<file path="src/shared/smc_pkg.sv">
// Package of the sensor measurement control block: register indices, field positions,
// channel codes, reset values and the conversion sequencer states.
// Assumes a 32-bit AXI4-Lite register bus where each register index sits at byte address index * 4.

package smc_pkg;

	localparam int IDX_W = 8;

	localparam logic [IDX_W-1:0] IDX_CONVERSION_GO_CTRL = 8'h00;
	localparam logic [IDX_W-1:0] IDX_AMP_LO    = 8'h02;
	localparam logic [IDX_W-1:0] IDX_AMP_HI    = 8'h03;
	localparam logic [IDX_W-1:0] IDX_AUX_LO    = 8'h04;
	localparam logic [IDX_W-1:0] IDX_AUX_HI    = 8'h05;
	localparam logic [IDX_W-1:0] IDX_TMP_LO    = 8'h06;
	localparam logic [IDX_W-1:0] IDX_TMP_HI    = 8'h07;
	localparam logic [IDX_W-1:0] IDX_SW_A      = 8'h0F;
	localparam logic [IDX_W-1:0] IDX_BIAS_LVL  = 8'h10;
	localparam logic [IDX_W-1:0] IDX_SW_C      = 8'h11;
	localparam logic [IDX_W-1:0] IDX_PWR       = 8'h12;
	localparam logic [IDX_W-1:0] IDX_OPTS      = 8'h20;
	localparam logic [IDX_W-1:0] IDX_IRQ_ST    = 8'h21;
	localparam logic [IDX_W-1:0] IDX_IRQ_MASK  = 8'h22;

	localparam int MC_MODE_BIT = 0;
	localparam int MC_CHAN_LO  = 1;
	localparam int MC_CHAN_HI  = 2;
	localparam int MC_GO_BIT   = 3;

	localparam logic [1:0] CH_TEMP = 2'h0;
	localparam logic [1:0] CH_AMP  = 2'h1;
	localparam logic [1:0] CH_AUX  = 2'h2;

	localparam int SWA_LADDER_TIA = 5;
	localparam int SWA_LADDER_POT = 4;
	localparam int SWC_SENSOR_TIA = 6;
	localparam int SWC_SENSOR_POT = 5;
	localparam int SWC_PATH_SEL   = 3;
	localparam int SWC_GAIN_EN    = 2;

	localparam int PWR_LADDER = 7;
	localparam int PWR_TIA    = 6;
	localparam int PWR_POT    = 5;
	localparam int PWR_OSC    = 4;

	localparam int BIAS_TIA_HI = 7;
	localparam int BIAS_TIA_LO = 5;
	localparam int BIAS_POT_HI = 4;
	localparam int BIAS_POT_LO = 0;

	localparam int OPT_SHORT    = 0;
	localparam int OPT_DIAG     = 1;
	localparam int OPT_REF_SEL  = 2;
	localparam int OPT_TOPOLOGY = 3;
	localparam int OPT_GAIN_LO  = 4;
	localparam int OPT_GAIN_HI  = 5;

	localparam int IRQ_W        = 4;
	localparam int IRQ_TEMP     = 0;
	localparam int IRQ_AMP      = 1;
	localparam int IRQ_AUX      = 2;
	localparam int IRQ_REFUSED  = 3;

	localparam int TEMP_W = 10;
	localparam logic [7:0] REG_RESET = 8'h00;
	localparam logic [1:0] RESP_OKAY   = 2'h0;
	localparam logic [1:0] RESP_SLVERR = 2'h2;

	typedef enum logic [0:0] {SMC_IDLE, SMC_WAIT} smc_state_t;

endpackage : smc_pkg

</file>
<file path="src/hdl/smc_top.sv">
// Register front end and conversion sequencer of the sensor measurement control block.
// Assumes an AXI4-Lite master on aclk and an external converter that takes a start pulse and
// raises conv_done asynchronously with conv_result held stable while conv_done is high.
`timescale 1ns/1ns
`default_nettype none

module smc_top
	import smc_pkg::*;
#(
	parameter int ADDR_W = 10,
	parameter int RES_W  = 16
) (
	// Clock and reset.
	input  wire logic              aclk,
	input  wire logic              aresetn,
	// AXI4-Lite write channels.
	input  wire logic [ADDR_W-1:0] awaddr,
	input  wire logic [2:0]        awprot,
	input  wire logic              awvalid,
	output var  logic              awready,
	input  wire logic [31:0]       wdata,
	input  wire logic [3:0]        wstrb,
	input  wire logic              wvalid,
	output var  logic              wready,
	output var  logic [1:0]        bresp,
	output var  logic              bvalid,
	input  wire logic              bready,
	// AXI4-Lite read channels.
	input  wire logic [ADDR_W-1:0] araddr,
	input  wire logic [2:0]        arprot,
	input  wire logic              arvalid,
	output var  logic              arready,
	output var  logic [31:0]       rdata,
	output var  logic [1:0]        rresp,
	output var  logic              rvalid,
	input  wire logic              rready,
	// Converter handshake.
	output var  logic              conv_start,
	output var  logic [1:0]        conv_channel,
	input  wire logic              conv_done,
	input  wire logic [RES_W-1:0]  conv_result,
	// Power, switch and bias controls of the analog blocks.
	output var  logic              power_ladder,
	output var  logic              power_tia,
	output var  logic              power_potentiostat,
	output var  logic              power_oscillator,
	output var  logic              ladder_to_tia_switch,
	output var  logic              ladder_to_potentiostat_switch,
	output var  logic              sensor_to_tia_switch,
	output var  logic              sensor_to_potentiostat_switch,
	output var  logic              ladder_path_select,
	output var  logic              gain_stage_enable,
	output var  logic [2:0]        tia_bias_level,
	output var  logic [4:0]        potentiostat_bias_level,
	output var  logic              cell_short_switch,
	output var  logic              diagnostic_offset_enable,
	output var  logic              ladder_reference_select,
	output var  logic              gain_stage_topology,
	output var  logic [3:0]        gain_stage_gain,
	// Interrupt.
	output var  logic              irq
);

	if (ADDR_W < IDX_W + 2 || ADDR_W > 32) begin : g_bad_addr
		$error("ADDR_W must lie between IDX_W+2 and 32.");
	end
	if (RES_W != 16) begin : g_bad_res
		$error("RES_W must be 16, the result registers are two bytes.");
	end

	////////////////////////////////////////////////////////////////////////////////////////////////
	// Decoding helpers.

	function automatic logic is_mapped(input logic [IDX_W-1:0] idx);
		case (idx)
			IDX_CONVERSION_GO_CTRL, IDX_AMP_LO, IDX_AMP_HI, IDX_AUX_LO, IDX_AUX_HI, IDX_TMP_LO, IDX_TMP_HI,
			IDX_SW_A, IDX_BIAS_LVL, IDX_SW_C, IDX_PWR, IDX_OPTS, IDX_IRQ_ST, IDX_IRQ_MASK: is_mapped = 1'b1;
			default: is_mapped = 1'b0;
		endcase
	endfunction : is_mapped

	function automatic logic [3:0] gain_of(input logic [1:0] code);
		gain_of = 4'h1 << code;
	endfunction : gain_of

	////////////////////////////////////////////////////////////////////////////////////////////////
	// AXI4-Lite slave. Address and data are held separately so either may arrive first.

	logic              aw_hold_ff, w_hold_ff, bvalid_ff, awready_ff, wready_ff, arready_ff, rvalid_ff;
	logic [IDX_W-1:0]  wr_idx_ff;
	logic [7:0]        wbyte_ff;
	logic              wlane_ff;
	logic [1:0]        bresp_ff, rresp_ff;
	logic [31:0]       rdata_ff;
	logic              nxt_aw_hold, nxt_w_hold, nxt_bvalid, nxt_rvalid, wr_do, ar_take;
	logic [IDX_W-1:0]  rd_idx;

	assign wr_do       = aw_hold_ff && w_hold_ff && !bvalid_ff;
	assign nxt_aw_hold = (awvalid && awready_ff) || (aw_hold_ff && !wr_do);
	assign nxt_w_hold  = (wvalid && wready_ff) || (w_hold_ff && !wr_do);
	assign nxt_bvalid  = wr_do || (bvalid_ff && !bready);
	assign ar_take     = arvalid && arready_ff;
	assign nxt_rvalid  = ar_take || (rvalid_ff && !rready);
	assign rd_idx      = araddr[IDX_W+1:2];

	always_ff @(posedge aclk) begin
		if (!aresetn) begin
			aw_hold_ff <= 1'b0;
			w_hold_ff  <= 1'b0;
			bvalid_ff  <= 1'b0;
			awready_ff <= 1'b0;
			wready_ff  <= 1'b0;
			bresp_ff   <= RESP_OKAY;
			wr_idx_ff  <= '0;
			wbyte_ff   <= REG_RESET;
			wlane_ff   <= 1'b0;
		end else begin
			aw_hold_ff <= nxt_aw_hold;
			w_hold_ff  <= nxt_w_hold;
			bvalid_ff  <= nxt_bvalid;
			awready_ff <= !nxt_aw_hold && !nxt_bvalid;
			wready_ff  <= !nxt_w_hold && !nxt_bvalid;
			if (awvalid && awready_ff)
				wr_idx_ff <= awaddr[IDX_W+1:2];
			if (wvalid && wready_ff) begin
				wbyte_ff <= wdata[7:0];
				wlane_ff <= wstrb[0];
			end
			if (wr_do)
				bresp_ff <= is_mapped(wr_idx_ff) ? RESP_OKAY : RESP_SLVERR;
		end
	end

	// Register file state, declared here so the read mux can see it.
	logic             mode_ff, go_ff, stop_ff;
	logic [1:0]       chan_ff;
	logic [7:0]       sw_a_ff, sw_c_ff, bias_ff, pwr_ff, opts_ff;
	logic [RES_W-1:0] amp_res_ff, aux_res_ff;
	logic [TEMP_W-1:0] tmp_res_ff;
	logic [IRQ_W-1:0] irq_st_ff, irq_mask_ff;
	logic [7:0]       rd_byte;

	always_comb begin
		case (rd_idx)
			IDX_CONVERSION_GO_CTRL: rd_byte = {4'h0, go_ff, chan_ff, mode_ff};
			IDX_AMP_LO:    rd_byte = amp_res_ff[7:0];
			IDX_AMP_HI:    rd_byte = amp_res_ff[15:8];
			IDX_AUX_LO:    rd_byte = aux_res_ff[7:0];
			IDX_AUX_HI:    rd_byte = aux_res_ff[15:8];
			IDX_TMP_LO:    rd_byte = tmp_res_ff[7:0];
			IDX_TMP_HI:    rd_byte = {6'h00, tmp_res_ff[TEMP_W-1:8]};
			IDX_SW_A:      rd_byte = sw_a_ff;
			IDX_BIAS_LVL:  rd_byte = bias_ff;
			IDX_SW_C:      rd_byte = sw_c_ff;
			IDX_PWR:       rd_byte = pwr_ff;
			IDX_OPTS:      rd_byte = opts_ff;
			IDX_IRQ_ST:    rd_byte = {4'h0, irq_st_ff};
			IDX_IRQ_MASK:  rd_byte = {4'h0, irq_mask_ff};
			default:       rd_byte = 8'h00;
		endcase
	end

	always_ff @(posedge aclk) begin
		if (!aresetn) begin
			arready_ff <= 1'b0;
			rvalid_ff  <= 1'b0;
			rdata_ff   <= 32'h0000_0000;
			rresp_ff   <= RESP_OKAY;
		end else begin
			arready_ff <= !nxt_rvalid;
			rvalid_ff  <= nxt_rvalid;
			if (ar_take) begin
				rdata_ff <= {24'h00_0000, rd_byte};
				rresp_ff <= is_mapped(rd_idx) ? RESP_OKAY : RESP_SLVERR;
			end
		end
	end

	////////////////////////////////////////////////////////////////////////////////////////////////
	// Configuration registers. They change only on a software write.

	logic wr_en;
	assign wr_en = wr_do && wlane_ff;

	always_ff @(posedge aclk) begin
		if (!aresetn) begin
			sw_a_ff     <= REG_RESET;
			sw_c_ff     <= REG_RESET;
			bias_ff     <= REG_RESET;
			pwr_ff      <= REG_RESET;
			opts_ff     <= REG_RESET;
			irq_mask_ff <= '0;
		end else if (wr_en) begin
			case (wr_idx_ff)
				IDX_SW_A:     sw_a_ff     <= wbyte_ff;
				IDX_SW_C:     sw_c_ff     <= wbyte_ff;
				IDX_BIAS_LVL: bias_ff     <= wbyte_ff;
				IDX_PWR:      pwr_ff      <= wbyte_ff;
				IDX_OPTS:     opts_ff     <= wbyte_ff;
				IDX_IRQ_MASK: irq_mask_ff <= wbyte_ff[IRQ_W-1:0];
				default:      ;
			endcase
		end
	end

	logic [3:0] gain_ff;

	always_ff @(posedge aclk) begin
		if (!aresetn)
			gain_ff <= gain_of(2'h0);
		else
			gain_ff <= gain_of(opts_ff[OPT_GAIN_HI:OPT_GAIN_LO]);
	end

	////////////////////////////////////////////////////////////////////////////////////////////////
	// Completion input. Three flip-flops; a change counts once the second and third agree.

	logic done_s1_ff, done_s2_ff, done_s3_ff, done_lvl_ff, done_evt;

	always_ff @(posedge aclk) begin
		if (!aresetn) begin
			done_s1_ff  <= 1'b0;
			done_s2_ff  <= 1'b0;
			done_s3_ff  <= 1'b0;
			done_lvl_ff <= 1'b0;
		end else begin
			done_s1_ff <= conv_done;
			done_s2_ff <= done_s1_ff;
			done_s3_ff <= done_s2_ff;
			if (done_s2_ff == done_s3_ff)
				done_lvl_ff <= done_s3_ff;
		end
	end

	assign done_evt = done_s2_ff && done_s3_ff && !done_lvl_ff;

	////////////////////////////////////////////////////////////////////////////////////////////////
	// Conversion sequencer.

	smc_state_t state_ff;
	logic       ctrl_wr, start_req, stop_req, restart, conv_start_ff;
	logic [1:0] conv_ch_ff;

	assign ctrl_wr   = wr_en && (wr_idx_ff == IDX_CONVERSION_GO_CTRL);
	assign start_req = ctrl_wr && wbyte_ff[MC_GO_BIT];
	assign stop_req  = ctrl_wr && !wbyte_ff[MC_GO_BIT];
	// A start written in the completion cycle wins over the clear, so it is never lost.
	assign restart   = start_req || (mode_ff && !stop_ff && !stop_req);

	always_ff @(posedge aclk) begin
		if (!aresetn) begin
			mode_ff <= 1'b0;
			chan_ff <= CH_TEMP;
		end else if (ctrl_wr) begin
			mode_ff <= wbyte_ff[MC_MODE_BIT];
			chan_ff <= wbyte_ff[MC_CHAN_HI:MC_CHAN_LO];
		end
	end

	always_ff @(posedge aclk) begin
		if (!aresetn) begin
			state_ff      <= SMC_IDLE;
			go_ff         <= 1'b0;
			stop_ff       <= 1'b0;
			conv_start_ff <= 1'b0;
			conv_ch_ff    <= CH_TEMP;
		end else begin
			conv_start_ff <= 1'b0;
			case (state_ff)
				SMC_IDLE: begin
					if (start_req) begin
						go_ff         <= 1'b1;
						stop_ff       <= 1'b0;
						conv_start_ff <= 1'b1;
						conv_ch_ff    <= wbyte_ff[MC_CHAN_HI:MC_CHAN_LO];
						state_ff      <= SMC_WAIT;
					end
				end
				SMC_WAIT: begin
					if (stop_req)
						stop_ff <= 1'b1;
					if (done_evt) begin
						if (restart) begin
							stop_ff       <= 1'b0;
							conv_start_ff <= 1'b1;
							conv_ch_ff    <= start_req ? wbyte_ff[MC_CHAN_HI:MC_CHAN_LO] : chan_ff;
						end else begin
							go_ff    <= 1'b0;
							state_ff <= SMC_IDLE;
						end
					end
				end
				default: state_ff <= SMC_IDLE;
			endcase
		end
	end

	// Results only move when a conversion of their own channel completes.
	always_ff @(posedge aclk) begin
		if (!aresetn) begin
			amp_res_ff <= '0;
			aux_res_ff <= '0;
			tmp_res_ff <= '0;
		end else if (done_evt && state_ff == SMC_WAIT) begin
			case (conv_ch_ff)
				CH_AMP:  amp_res_ff <= conv_result;
				CH_AUX:  aux_res_ff <= conv_result;
				CH_TEMP: tmp_res_ff <= conv_result[TEMP_W-1:0];
				default: ;
			endcase
		end
	end

	////////////////////////////////////////////////////////////////////////////////////////////////
	// Interrupt status: set by events, cleared by writing one; a set in the clear cycle wins.

	logic [IRQ_W-1:0] irq_evt, irq_clr;
	logic             irq_ff;

	always_comb begin
		irq_evt = '0;
		irq_evt[IRQ_TEMP]    = done_evt && state_ff == SMC_WAIT && conv_ch_ff == CH_TEMP;
		irq_evt[IRQ_AMP]     = done_evt && state_ff == SMC_WAIT && conv_ch_ff == CH_AMP;
		irq_evt[IRQ_AUX]     = done_evt && state_ff == SMC_WAIT && conv_ch_ff == CH_AUX;
		irq_evt[IRQ_REFUSED] = start_req && state_ff == SMC_WAIT && !done_evt;
		irq_clr = (wr_en && wr_idx_ff == IDX_IRQ_ST) ? wbyte_ff[IRQ_W-1:0] : '0;
	end

	always_ff @(posedge aclk) begin
		if (!aresetn) begin
			irq_st_ff <= '0;
			irq_ff    <= 1'b0;
		end else begin
			irq_st_ff <= (irq_st_ff & ~irq_clr) | irq_evt;
			irq_ff    <= |(irq_st_ff & irq_mask_ff);
		end
	end

	////////////////////////////////////////////////////////////////////////////////////////////////
	// Output wiring, each straight from a flip-flop.

	assign awready                       = awready_ff;
	assign wready                        = wready_ff;
	assign bvalid                        = bvalid_ff;
	assign bresp                         = bresp_ff;
	assign arready                       = arready_ff;
	assign rvalid                        = rvalid_ff;
	assign rdata                         = rdata_ff;
	assign rresp                         = rresp_ff;
	assign conv_start                    = conv_start_ff;
	assign conv_channel                  = conv_ch_ff;
	assign power_ladder                  = pwr_ff[PWR_LADDER];
	assign power_tia                     = pwr_ff[PWR_TIA];
	assign power_potentiostat            = pwr_ff[PWR_POT];
	assign power_oscillator              = pwr_ff[PWR_OSC];
	assign ladder_to_tia_switch          = sw_a_ff[SWA_LADDER_TIA];
	assign ladder_to_potentiostat_switch = sw_a_ff[SWA_LADDER_POT];
	assign sensor_to_tia_switch          = sw_c_ff[SWC_SENSOR_TIA];
	assign sensor_to_potentiostat_switch = sw_c_ff[SWC_SENSOR_POT];
	assign ladder_path_select            = sw_c_ff[SWC_PATH_SEL];
	assign gain_stage_enable             = sw_c_ff[SWC_GAIN_EN];
	assign tia_bias_level                = bias_ff[BIAS_TIA_HI:BIAS_TIA_LO];
	assign potentiostat_bias_level       = bias_ff[BIAS_POT_HI:BIAS_POT_LO];
	assign cell_short_switch             = opts_ff[OPT_SHORT];
	assign diagnostic_offset_enable      = opts_ff[OPT_DIAG];
	assign ladder_reference_select       = opts_ff[OPT_REF_SEL];
	assign gain_stage_topology           = opts_ff[OPT_TOPOLOGY];
	assign gain_stage_gain               = gain_ff;
	assign irq                           = irq_ff;
endmodule : smc_top

`default_nettype wire

</file>
<file path="config.mk">
export PLATFORM = sky130hd
export DESIGN_NAME = smc_top
export DESIGN_NICKNAME = d
export VERILOG_FILES = /design/src/shared/smc_pkg.sv /design/src/hdl/smc_top.sv
export SDC_FILE = /design/constraint.sdc
export NUM_CORES = 1
export LEC_CHECK = 0
export BUFFER_PORTS_ARGS = -buffer_cell sky130_fd_sc_hd__buf_2
export CORE_AREA = 2 2 112 114
export CTS_BUF_LIST = sky130_fd_sc_hd__clkbuf_2
export CTS_CLUSTER_DIAMETER = 150
export DETAILED_ROUTE_END_ITERATION = 7
export DIE_AREA = 0 0 114 116
export GPL_TIMING_DRIVEN = 0
export PLACE_DENSITY_LB_ADDON = 0.05
export SLEW_MARGIN = 15
export SYNTH_ARGS = -nofsm -noshare
export SYNTH_HDL_FRONTEND = slang
export SYNTH_SLANG_ARGS = --single-unit
export TNS_END_PERCENT = 100
</file>
<file path="constraint.sdc">
create_clock -name aclk -period 1.9 [get_ports aclk]
set_input_delay 0.285 -clock aclk [delete_from_list [all_inputs] [get_ports aclk]]
set_output_delay 0.285 -clock aclk [all_outputs]
set_load 0.1 [all_outputs]
</file>
After elaboration in Yosys (flattened, before gate mapping)
Memory sizes are Yosys's and may differ from the RTL's. A register that Yosys moved wholly into a read port is not among the register bits.
Index checks and enable logic that the tools add are counted.
{"block": "totals", "register_bits": 144, "rom_bits": 128, "input_bits": 86, "memories": 2}
{"block": "classes", "eq_ne": 27, "shifts": 1, "n_mux": 32, "bitwise": 5, "reduce_logical": 61}
{"name": "(no name shown)", "depth": 64, "width": 1, "read_ports": 1, "rd_ports_with_merged_regs": 0, "wr": 0, "line_no": "smc_top.sv:75", "source": "case (idx)"}
{"name": "(no name shown)", "depth": 64, "width": 1, "read_ports": 1, "rd_ports_with_merged_regs": 1, "wr": 0, "line_no": "smc_top.sv:75"}
{"cell": "$pmux 8 s14", "n": 1}
{"cell": "$eq 8x5->1 const B", "n": 6}
{"cell": "$eq 8x6->1 const B", "n": 6}
{"cell": "$eq 8x3->1 const B", "n": 4}
{"cell": "$logic_and 1x1->1", "n": 26}
{"cell": "$reduce_and 2->1", "n": 9}
{"cell": "$mux 1", "n": 17}
{"cell": "$eq 8x2->1 const B", "n": 2}
{"cell": "$eq 8x4->1 const B", "n": 2}
{"cell": "$logic_not 8->1", "n": 2}
{"cell": "$logic_not 1->1", "n": 13}
{"cell": "$mux 2", "n": 6}
{"cell": "$mux 6", "n": 2}
{"cell": "$and 4x4->4", "n": 2}
{"cell": "$pmux 1 s2", "n": 4}
{"cell": "$logic_not 2->1", "n": 3}
{"cell": "$ne 2x2->1 const B", "n": 3}
{"cell": "$reduce_and 3->1", "n": 2}
{"cell": "$logic_or 1x1->1", "n": 5}
{"cell": "$mux 4", "n": 1}
{"cell": "$not 4->4", "n": 1}
{"cell": "$or 4x4->4", "n": 1}
{"cell": "$pmux 2 s2", "n": 1}
{"cell": "$reduce_or 4->1", "n": 1}
{"cell": "6 further kinds", "n": 6}

Logic depth before layout (Yosys ltp)
Gate-level depths: netlist of run 1.
{"block": "depth", "depth_word": 11, "mapped_depth": 8, "mapped_depth_nobuf": 6}

Worst setup path before layout of run 1
OpenSTA, ideal clock, no wires.
{"block": "synth_timing", "kind": "flip-flop to flip-flop", "startpoint": "register arready_ff (netlist: arready)", "endpoint": "register rdata_ff[0] (netlist: rdata[0])", "setup_time_ps": 117, "arrival_time_ps": 2292, "required_ps": 1783, "setup_slack_ps": -509, "path_stages_with_launch": 6, "synth_period_minus_slack_ps": 2409, "cell_sequence": "dfxtp_1 -> nand2_1 -> and3_1 -> a211o_1 -> or3_1 -> o22a_1"}
{"block": "synth_via", "elab_chain_cells": 1}
{"item": "start, declared", "line_no": "smc_top.sv:89", "source": "logic aw_hold_ff, w_hold_ff, bvalid_ff, awready_ff, wready_ff, arready_ff, rvalid_ff;"}
{"item": "start signal, assigned", "line_no": "smc_top.sv:170", "source": "arready_ff <= !nxt_rvalid;"}
{"item": "$logic_and 1x1->1", "line_no": "smc_top.sv:102", "source": "assign ar_take = arvalid && arready_ff;"}
{"item": "end signal, assigned", "line_no": "smc_top.sv:173", "source": "rdata_ff <= {24'h00_0000, rd_byte};"}
{"item": "end, declared", "line_no": "smc_top.sv:94", "source": "logic [31:0] rdata_ff;"}
No other way between the ends.
A chain may end at the register's enable or synchronous reset.

Final worst setup path of run 1
{"block": "layout_timing", "startpoint": "register rvalid_ff (netlist: rvalid)", "endpoint": "output rvalid"}
{"item": "start, declared", "line_no": "smc_top.sv:89"}
{"item": "start signal, assigned", "line_no": "smc_top.sv:171", "source": "rvalid_ff <= nxt_rvalid;"}
{"item": "end, declared", "line_no": "smc_top.sv:35", "source": "output var logic rvalid,"}
No word-level cell between the ends.

==> flow_summary.toml, run 1 <==
[power_and_ir_drop]
p_comb_share_pct = 13.1
p_clk_share_pct = 35.5
switching_share_pct = 28.8
internal_power_mw = 4.27
finalPower_mw = 6.00
p_per_area_nw_per_um2 = 735
p_leak_nw = 3.39
ir_worst_vdd_mv = 0.524
seqPwrFrac_pct = 51.3
p_sw_mw = 1.73

[worst_setup_path]
cp_top_family = "buffers and inverters"
slowest_stage = "buf_2"
critPathKind = "flip-flop to output port"
startpoint_type = "flip-flop"
rrSetupSlack_ns = 0.08
path_cells = "buf_2"
cp_slowest_stage_delay_ns = 0.44
cp-end-kind = "output port"
required_ns = 1.62
path_max_fanout = 2
arrival_ns = 1.55
cp.buffers_inverters = 1

[clock_network]
htreeDepth = 4
numCtsBuffers = 17
clockBufferDepth = 2
cts_sinks = 143
clk_latency_ns = 0.74
clk_pin_slew_ns = 0.22
cts_root_buffer = "clkbuf_2"
cts_tree = "built"

[detailed_routing]
avgRoutedWirePerCell_um = 17.9
viasPerCell = 5.64
first_iter_violations = 506
drc = 0
drt-total-wl_um = 19400
num_vias = 6095
antenna_left = 0
dr.pass1.iters = 5

[grt]
grt_pass1_wl_um = 29900
grt_pass1_vias = 5666
grt_max_degree = 17
antenna_found_initial = 0
grt_usage_pct = 29.7
grt_overflow = 0

[sta]
tightest_slew_ns = 0.801
finalMaxSlewViolations = 0
hold_viol_final = 0
finalCriticalPeriod_ns = 1.83
rsz0062_at_grt = "yes"
fin_skew_ns = 0.0313
relSlewSlack_pct = 46.6
finalSetupViolations = 0
period_share_pct = 96.4
timing.fmax_mhz = 546

[layout]
final_nets = 1007
area_growth_pct = 26.9
design_area_um2 = 8170
antenna-diode-count = 0
drive_above_1_share_pct = 24.0

[synth]
synth.top_cells.by_area = "dfxtp_1 44%, mux2i_1 11%, nand2_1 7.2%"
yosysTopAreaCellShare_pct = 44.5
yosys.area.top_type = "dfxtp_1"
ys_warn_count = 0
synth_edf_count = 0
synth_cell_types = 66
synth.cell_area_um2 = 6440
netlist_instances = 734
synth_seq_cells = 143
ys_dominant_reg_cell = "dfxtp_1"
synth_area_per_cell_um2 = 8.77
async_reset_ff_share_pct = 0
seq_area_frac_synth_pct = 44.5

[floorplanning]
ios = 157
die_w_um = 114
dieArea_um2 = 13200
core_area_um2 = 11900
die_y_um = 116
rows = 40
start_util_pct = 54.1

[status]
status = "finished clean"

[hold_path]
hold_path_class = "input pin to flip-flop"

[placed_design]
place_area_um2 = 7180
place.gp.congestion = 0.919
place_hpwl_um = 13700
io_buffers = 90

[job]
drv_cap = 0
==> final cells by class <==
| class | count | area (µm²) |
|---|---|---|
| multi-input combinational | 535 | 3280 |
| clock inverter | 14 | 214 |
| timing repair buffer | 144 | 1060 |
| sequential | 143 | 2880 |
| inverter | 9 | 33.8 |
| fill | 1015 | 3740 |
| clock buffer | 18 | 90.1 |
| tap | 147 | 184 |
| buffer | 70 | 430 |
==> layout by cell type (no fill, tap or decap), types with 4 or more instances in the layout <==
master | netlist | routed
dfxtp_1 | 143 | 132
nand2_1 | 123 | 122
a21oi_1 | 74 | 74
buf_2 | 12 | 73
mux2i_1 | 68 | 67
nor2_1 | 64 | 63
buf_4 | 28 | 58
dlygate4sd3_1 | 0 | 42
conb_1 | 1 | 26
clkbuf_1 | 25 | 21
clkbuf_2 | 1 | 18
nand3_1 | 16 | 16
a22oi_1 | 15 | 15
o21ai_0 | 14 | 13
clkbuf_4 | 0 | 11
dfxtp_2 | 0 | 10
inv_1 | 9 | 9
and3_1 | 9 | 9
a22o_1 | 9 | 9
and2_1 | 8 | 8
or3_1 | 7 | 7
o2bb2ai_1 | 7 | 7
nor3_1 | 8 | 6
mux2_2 | 6 | 6
o22ai_1 | 6 | 6
nand3b_1 | 5 | 5
buf_6 | 4 | 5
bufinv_16 | 0 | 5
nand4_1 | 4 | 4
nand2b_1 | 4 | 4
==> routing by layer <==
metal | global-route usage [%] | part of all wire (%) | vias up
met5 | 0 | 0 | -
met4 | 12.0 | 2.8 | 0
met3 | 5.86 | 6.8 | 39
met2 | 49.7 | 48 | 257
met1 | 37.9 | 43 | 2904
li1 | - | - | 2895
==> flip-flops by register name (all words and copies together) (netlist names), 2 cells and up, named ones only <==
signal           count
gain_stage_gain      4
rdata                8
tmp_res_ff          10
chan_ff              2
opts_ff              8
irq_mask_ff          4
bias_ff              8
pwr_ff               8
sw_a_ff              8
wr_idx_ff            8
amp_res_ff          16
conv_channel         2
sw_c_ff              8
aux_res_ff          16
wbyte_ff             8
irq_st_ff            4
==> cell families after synthesis <==
| family | after synthesis | share of synthesized area, % |
|---|---|---|
| multiplexers | 74 | 11.6 |
| buffers and inverters | 81 | 7.07 |
| AO/OA/AOI/OAI | 157 | 15.5 |
| AND/OR/NAND/NOR | 277 | 21.0 |
| other | 1 | 0.0582 |
| adder cells (fa/ha/maj) | 1 | 0.194 |
| flip-flops | 143 | 44.5 |
==> per-stage QoR <==
stage	setup slack, ns	setup TNS [ns]	cells	hold slack (ns)	utilization [%]
after detailed placement	-0.437	-24.24	996	0.414	60.2
after CTS	-0.0216	-0.0320	1070	0.00361	67.1
after global placement	-0.439	-22.73	996	0.410	60.2
final	0.0691	0	1080	0.0302	68.6
after floorplan	-0.107	-0.107	759	0.401	-
after global routing	-0.0741	-0.537	1080	0.0275	68.6
==> power groups by stage <==
stage / logic [mW] / registers (mW) / clock network (mW)
final: 0.789 / 3.08 / 2.13
after global routing: 0.830 / 3.09 / 2.29
after CTS: 0.770 / 3.08 / 2.16
after detailed placement: 0.704 / 3.13 / 0
after global placement: 0.696 / 3.13 / 0
after floorplan: 0.478 / 3.19 / 0
==> synth_stat cells (2+ instances only) <==
cell,n
a2111oi_0,2
a211o_1,2
a21bo_2,3
a21boi_0,3
a21oi_1,74
a22o_1,9
a22oi_1,15
a31oi_1,2
a32o_1,2
a32oi_1,3
and2_1,8
and3_1,9
and3b_1,2
buf_1,2
buf_2,12
buf_4,28
buf_6,4
clkbuf_1,25
dfxtp_1,143
inv_1,9
mux2_2,6
mux2i_1,68
nand2_1,123
nand2b_1,4
nand3_1,16
nand3b_1,5
nand4_1,4
nor2_1,64
nor2b_1,3
nor3_1,8
nor3_2,2
nor3_4,2
nor3b_1,3
nor4_1,3
o211ai_1,2
o21ai_0,14
o21ai_1,2
o22a_1,2
o22ai_1,6
o2bb2ai_1,7
or3_1,7
or3b_2,2
==> what timing repair did <==
| action | 4_1_cts | 5_1_grt |
|---|---|---|
| pin swaps | 0 | 7 |
| endpoints found under the hold margin | 67 | 0 |
| resized for setup | 28 | 30 |
| hold buffers | 42 | 0 |
| setup endpoints to repair | 45 | 82 |
| setup buffers | 2 | 10 |
==> worst paths after layout <==
kind | to | startpoint | depth (start not counted)
worst min register to register | bresp[1]$_SDFFE_PN0P_ | flip-flop | 1
worst min-delay path | wlane_ff$_SDFFE_PN0P_ | wvalid | 4
worst max register to register | sw_c_ff[4]$_SDFFE_PN0P_ | wr_idx_ff[5]$_SDFFE_PN0N_ | 7
worst max-delay path | rvalid | rvalid$_SDFF_PN0_ | 1
(Power assumes the default switching activity.)
==> run 2, diff against run 1 <==
--- a/config.mk
+++ b/config.mk
@@ -7,7 +7,7 @@
 export LEC_CHECK = 0
 export BUFFER_PORTS_ARGS = -buffer_cell sky130_fd_sc_hd__buf_2
 export CORE_AREA = 2 2 112 114
-export CTS_BUF_LIST = sky130_fd_sc_hd__clkbuf_2
+export CTS_BUF_LIST = sky130_fd_sc_hd__clkbuf_2 sky130_fd_sc_hd__clkbuf_4 sky130_fd_sc_hd__clkbuf_8
 export CTS_CLUSTER_DIAMETER = 150
 export DETAILED_ROUTE_END_ITERATION = 7
 export DIE_AREA = 0 0 114 116
==> run 2 against run 1 <==
  * Sequential power about the same
  * Critical path type is now flip-flop to flip-flop
  * Worst hold slack improved by 0.0018 ns
  * Highest routed layer unchanged
  * First-iteration DRC count decreased by 19%
  * Critical path depth increased by 6
  * Total power increased by 11%
==> flow_summary.toml, run 2 (synthesis results as in run 1) <==
[layout]
fillers = 1048
antenna-diode-count = 0
design_area_um2 = 7840
area_growth_pct = 21.7
final_cell_mix = "132 x dfxtp_1, 122 x nand2_1, 100 x buf_2"
final_nets = 966
instances_no_fill = 1039
drive_above_1_share_pct = 25.6
final_common_cell = "dfxtp_1"
register_area_um2 = 2880
reg.largest.list = "amp_res_ff: 16 flops, aux_res_ff: 16 flops, tmp_res_ff: 10 flops"
multi_input_area_um2 = 3270

[power_and_ir_drop]
p_leak_nw = 3.30
ir_worst_vdd_mv = 0.468
finalPower_mw = 6.65
p_per_area_nw_per_um2 = 848

[sta]
hold_viol_final = 0
finalSetupViolations = 0
fin_hold_ws_ns = 0.0320
period_share_pct = 97.7
finalCriticalPeriod_ns = 1.86
relSlewSlack_pct = 47.9
finalSetupTns_ns = 0
fin_skew_ns = 0.0116
tightest_slew_ns = 0.782
finalMaxSlewViolations = 0
rsz0062_at_grt = "yes"
timing.fmax_mhz = 539

[job]
drv_cap = 0

[placed_design]
placed_cells = 996
io_buffers = 90
place_area_um2 = 7180
place.gp.congestion = 0.919
place_hpwl_um = 13700

[floorplanning]
dieArea_um2 = 13200
core_area_um2 = 11900
start_util_pct = 54.1
die_w_um = 114
rows = 40
ios = 157
die_y_um = 116

[clock_network]
clockBufferDepth = 2
cts_sinks = 143
htreeDepth = 4
clk_latency_ns = 0.46
cts_tree = "built"
numCtsBuffers = 17
cts_root_buffer = "clkbuf_8"
clk_pin_slew_ns = 0.08

[worst_setup_path]
cp_slowest_stage_delay_ns = 0.36
startpoint_type = "flip-flop"
rr_startpoint = "wr_idx_ff[5]$_SDFFE_PN0N_"
rrSetupSlack_ns = 0.04
path_max_fanout = 8
worstRegToRegCells = 7
arrival_ns = 2.19
required_ns = 2.23
slowest_stage = "dfxtp_2"
path_cells = "nor4b_4 > nand4_1 > buf_4 > nor2_4 > buf_12 > mux2i_1 > nor2_1"
r2r_end = "sw_c_ff[1]$_SDFFE_PN0P_"
cp-end-kind = "flip-flop"
cp_top_family = "simple AND/OR/NAND/NOR gates"
cp.buffers_inverters = 2
critPathKind = "flip-flop to flip-flop"

[status]
status = "finished clean"

[grt]
grt_max_degree = 17
use_met2_pct = 47.9
use_met3_pct = 6.07
grt_overflow = 0
met1_usage_pct = 37.2
grt_pass1_wl_um = 29000
antenna_found_initial = 0
grt_usage_pct = 28.9
grt_pass1_vias = 5518
grt-busiest-layer = "met2"

[hold_path]
min_to = "done_s1_ff$_SDFF_PN0_"
hold-path-cell-count = 2
hp-start = "conv_done"
hold_path_class = "input pin to flip-flop"

[detailed_routing]
drc = 0
drt-total-wl_um = 18800
antenna_left = 0
num_vias = 5955
first_iter_violations = 409
viasPerCell = 5.73
dr.pass1.iters = 5
avgRoutedWirePerCell_um = 18.1
run 2: cell types whose count changed in the layout (fill, tap and decap cells not counted), moves of 8 or more:
cell and change:
dlygate4sd3_1 -42, buf_2 +27, clkbuf_8 +19, buf_4 -17
clkbuf_2 -15, clkbuf_4 -8
run 2: worst max-delay path by stage:
stage | start | end | slack (ns) | cells after the start
after global placement | aresetn | bvalid$_SDFF_PN0_ | -0.44 | 6
after CTS | done_s2_ff$_SDFF_PN0_ | conv_channel[0]$_SDFFE_PN0P_ | -0.002 | 7
final | wr_idx_ff[5]$_SDFFE_PN0N_ | sw_c_ff[1]$_SDFFE_PN0P_ | 0.04 | 7
after detailed placement | aresetn | aux_res_ff[13]$_SDFFE_PN0P_ | -0.44 | 6
after floorplan | arready$_SDFF_PN0_ | rdata[0]$_SDFFE_PN0P_ | -0.11 | 5
after global routing | wr_idx_ff[5]$_SDFFE_PN0N_ | sw_c_ff[2]$_SDFFE_PN0P_ | -0.08 | 7
run 2: repair_timing:
item	CTS	global route
pin swaps	0	8
gates resized for setup	8	22
endpoints found under the setup margin	23	82
hold buffers	0	0
buffers inserted	2	11
run 2: worst register-to-register path, delay by kind of cell (launching register included):
family / cells / cell delay [ns]
AND/OR/NAND/NOR: 4 / 0.81
buffers and inverters: 2 / 0.38
flip-flops: 1 / 0.36
multiplexers: 1 / 0.19
run 2: area by class of cell:
class | count | area share [%]
clock inverters | 12 | 2.63
inverters | 9 | 0.431
repair buffers | 103 | 7.15
clock buffers | 20 | 3.43
plain buffers | 70 | 5.52
well taps | 147 | 2.35
multi-input cells | 535 | 41.7
flip-flops and latches | 143 | 36.7
run 2: through the flow:
step / util (%) / setup slack (ns)
detailed placement: 60.2 / -0.437
CTS: 64.5 / -0.00249
finish: 65.8 / 0.0431
floorplan: - / -0.107
global placement: 60.2 / -0.439
global route: 65.8 / -0.0840
run 2: routing by layer:
| metal | up-vias | part of all wire (%) |
|---|---|---|
| met3 | 39 | 7.8 |
| met4 | 0 | 2.6 |
| met5 | - | 0 |
| li1 | 2812 | - |
| met2 | 262 | 47 |
| met1 | 2842 | 43 |
run 2: power by group:
group	switching, mW	leakage (nW)	internal (mW)	total (mW)
logic	0.548	1.90	0.167	0.715
registers	0.0362	1.16	3.03	3.07
clock network	1.21	0.234	1.66	2.86
total	1.79	3.30	4.86	6.65
==> run 3, diff against run 2 <==
--- a/config.mk
+++ b/config.mk
@@ -5,6 +5,7 @@
 export SDC_FILE = /design/constraint.sdc
 export NUM_CORES = 1
 export LEC_CHECK = 0
+export ABC_AREA = 1
 export BUFFER_PORTS_ARGS = -buffer_cell sky130_fd_sc_hd__buf_2
 export CORE_AREA = 2 2 112 114
 export CTS_BUF_LIST = sky130_fd_sc_hd__clkbuf_2 sky130_fd_sc_hd__clkbuf_4 sky130_fd_sc_hd__clkbuf_8
==> run 3 against run 2 <==
  * Non-clock buffer count fell by 15
  * Critical endpoint is now pwr_ff[2]$_SDFFE_PN0P_
  * Clock skew rose by 0.0014 ns
  * Synthesized cell count rose by 23%
  * Cell count rose by 16%
  * Largest power group unchanged
  * Critical path type unchanged
  * Combinational power rose by 3.4%
  * Fmax rose by 10%
  * Wire length fell by 3.0%
  * Area after synthesis fell by 0.12%
  * Sequential power barely moved
==> flow_summary.toml, run 3 <==
[placed_design]
placed_cells = 1168
place.gp.congestion = 0.909
place_area_um2 = 7170
io_buffers = 92
place_hpwl_um = 13300

[layout]
antenna-diode-count = 0
final_common_cell = "nor2_1"
area_growth_pct = 18.2
drive_above_1_share_pct = 20.9
final_cell_mix = "160 x nor2_1, 139 x dfxtp_1, 137 x nand2_1"
design_area_um2 = 7600
reg.largest.list = "amp_res_ff: 16 flops, aux_res_ff: 16 flops, tmp_res_ff: 10 flops"
fin_util_pct = 63.8
final_nets = 1130
instances_no_fill = 1203

[worst_setup_path]
cp-end-kind = "flip-flop"
slowest_stage = "dfxtp_1"
path_max_fanout = 10
arrival_ns = 2.07
cp_slowest_stage_delay_ns = 0.35
cp_top_family = "simple AND/OR/NAND/NOR gates"
startpoint_type = "flip-flop"
cp.buffers_inverters = 2
required_ns = 2.29
path_cells = "inv_1 > nor4_1 > nand3_1 > inv_2 > o21ai_0 > a21oi_1"
critPathKind = "flip-flop to flip-flop"

[power_and_ir_drop]
p_per_area_nw_per_um2 = 809
p_comb_share_pct = 12.0
internal_power_mw = 4.33
seqPwrFrac_pct = 50.0
ir_worst_vdd_mv = 0.566
switching_share_pct = 29.6
p_sw_mw = 1.82
p_clk_share_pct = 38.0
p_leak_nw = 3.67

[synth]
async_reset_ff_share_pct = 0
yosysTopAreaCellShare_pct = 44.5
ys_warn_count = 0
netlist_instances = 904
synth.most_common_cell = "nor2_1"
yosys.area.top_type = "dfxtp_1"
synth_edf_count = 0
synth.top_cells.by_area = "dfxtp_1 45%, nor2_1 9.4%, o21ai_0 8.2%"
synth_seq_cells = 143
seq_area_frac_synth_pct = 44.5
synth_area_per_cell_um2 = 7.11
synth.cell_area_um2 = 6430
synth_cell_types = 37
ys_dominant_reg_cell = "dfxtp_1"
synth_common_cells = "161 x nor2_1, 143 x dfxtp_1, 138 x nand2_1"

[detailed_routing]
drt-total-wl_um = 18300
viasPerCell = 5.23
avgRoutedWirePerCell_um = 15.2
dr.pass1.iters = 8
first_iter_violations = 503
antenna_left = 0
drc = 0
num_vias = 6297

[floorplanning]
core_area_um2 = 11900
start_util_pct = 54.0
die_w_um = 114
die_y_um = 116
dieArea_um2 = 13200
ios = 157
rows = 40

[sta]
relSlewSlack_pct = 51.9
timing.fmax_mhz = 595
finalCriticalPeriod_ns = 1.68
period_share_pct = 88.5
rsz0062_at_grt = "no"
fin_hold_ws_ns = 0.0727
hold_viol_final = 0
tightest_slew_ns = 0.721
fin_skew_ns = 0.0131
finalSetupViolations = 0
finalMaxSlewViolations = 0

[status]
status = "finished clean"

[grt]
grt_pass1_vias = 5544
grt_max_degree = 17
grt_usage_pct = 28.1
use_met3_pct = 6.43
use_met2_pct = 45.3
grt_pass1_wl_um = 28200
met1_usage_pct = 37.4
antenna_found_initial = 0
grt-busiest-layer = "met2"
grt_overflow = 0

[job]
drv_cap = 0

[clock_network]
clk_latency_ns = 0.46
clk_pin_slew_ns = 0.08
clockBufferDepth = 2
numCtsBuffers = 17
cts_root_buffer = "clkbuf_8"
cts_tree = "built"
cts_sinks = 143
htreeDepth = 4

[hold_path]
hold_path_class = "input pin to flip-flop"
run 3: stage by stage:
step / setup TNS, ns / worst slack, ns / total power, mW
after floorplan: 0 / 0.00764 / 3.71
after global placement: -0.193 / -0.0628 / 3.87
after detailed placement: -0.747 / -0.127 / 3.88
after CTS: 0 / 0.0504 / 6.17
after global routing: 0 / 0.0450 / 6.38
final: 0 / 0.219 / 6.15
run 3: area by class of cell:
type,instances,area [µm²]
plain buffers,63,400
clock buffers,21,270
clock inverters,11,111
fillers,1173,4310
inverters,87,329
multi-input cells,636,2960
flip-flops and latches,143,2870
well taps,147,184
repair buffers,95,485
run 3: timing repair:
action,4_1_cts,5_1_grt
resized for setup,2,11
pin swaps,0,1
buffers inserted,0,2
endpoints found under the setup margin,13,34
endpoints found under the hold margin,1,0
hold buffers,1,0
run 3: power groups by stage:
| stage | Clock, mW | Sequential (mW) | Combinational [mW] |
|---|---|---|---|
| CTS | 2.36 | 3.07 | 0.733 |
| global route | 2.51 | 3.08 | 0.788 |
| floorplan | 0 | 3.22 | 0.494 |
| global placement | 0 | 3.14 | 0.727 |
| detailed placement | 0 | 3.15 | 0.730 |
| finish | 2.33 | 3.08 | 0.739 |
run 3: final timing paths:
path	startpoint	slack, ns	cells after the start	end
max reg2reg	wr_idx_ff[1]$_SDFFE_PN0N_	0.22	6	pwr_ff[2]$_SDFFE_PN0P_
min	conv_result[11]	0.07	3	amp_res_ff[11]$_SDFFE_PN0P_
max	wr_idx_ff[1]$_SDFFE_PN0N_	0.22	6	pwr_ff[2]$_SDFFE_PN0P_
min reg2reg	flip-flop	0.42	1	bresp[1]$_SDFFE_PN0P_
run 3: cell families after synthesis:
group,after synthesis,share of synthesized area (%)
and+or+nand+nor,410,27.8
adders and majority gates,1,0.195
AOI/OAI and AO/OA,199,16.2
DFF,143,44.5
other,1,0.0583
buffers and inverters,150,11.2
run 3: per-layer routing:
metal	routed length, µm	up-vias
li1	-	3164
met1	8120	2872
met2	8510	225
met3	1280	36
met4	345	0
met5	0	-
run 3: worst min-delay path, cell delays in order:
cell and delay (ns):
buf_2 0.09, nor2_1 0.04, nor2_1 0.08
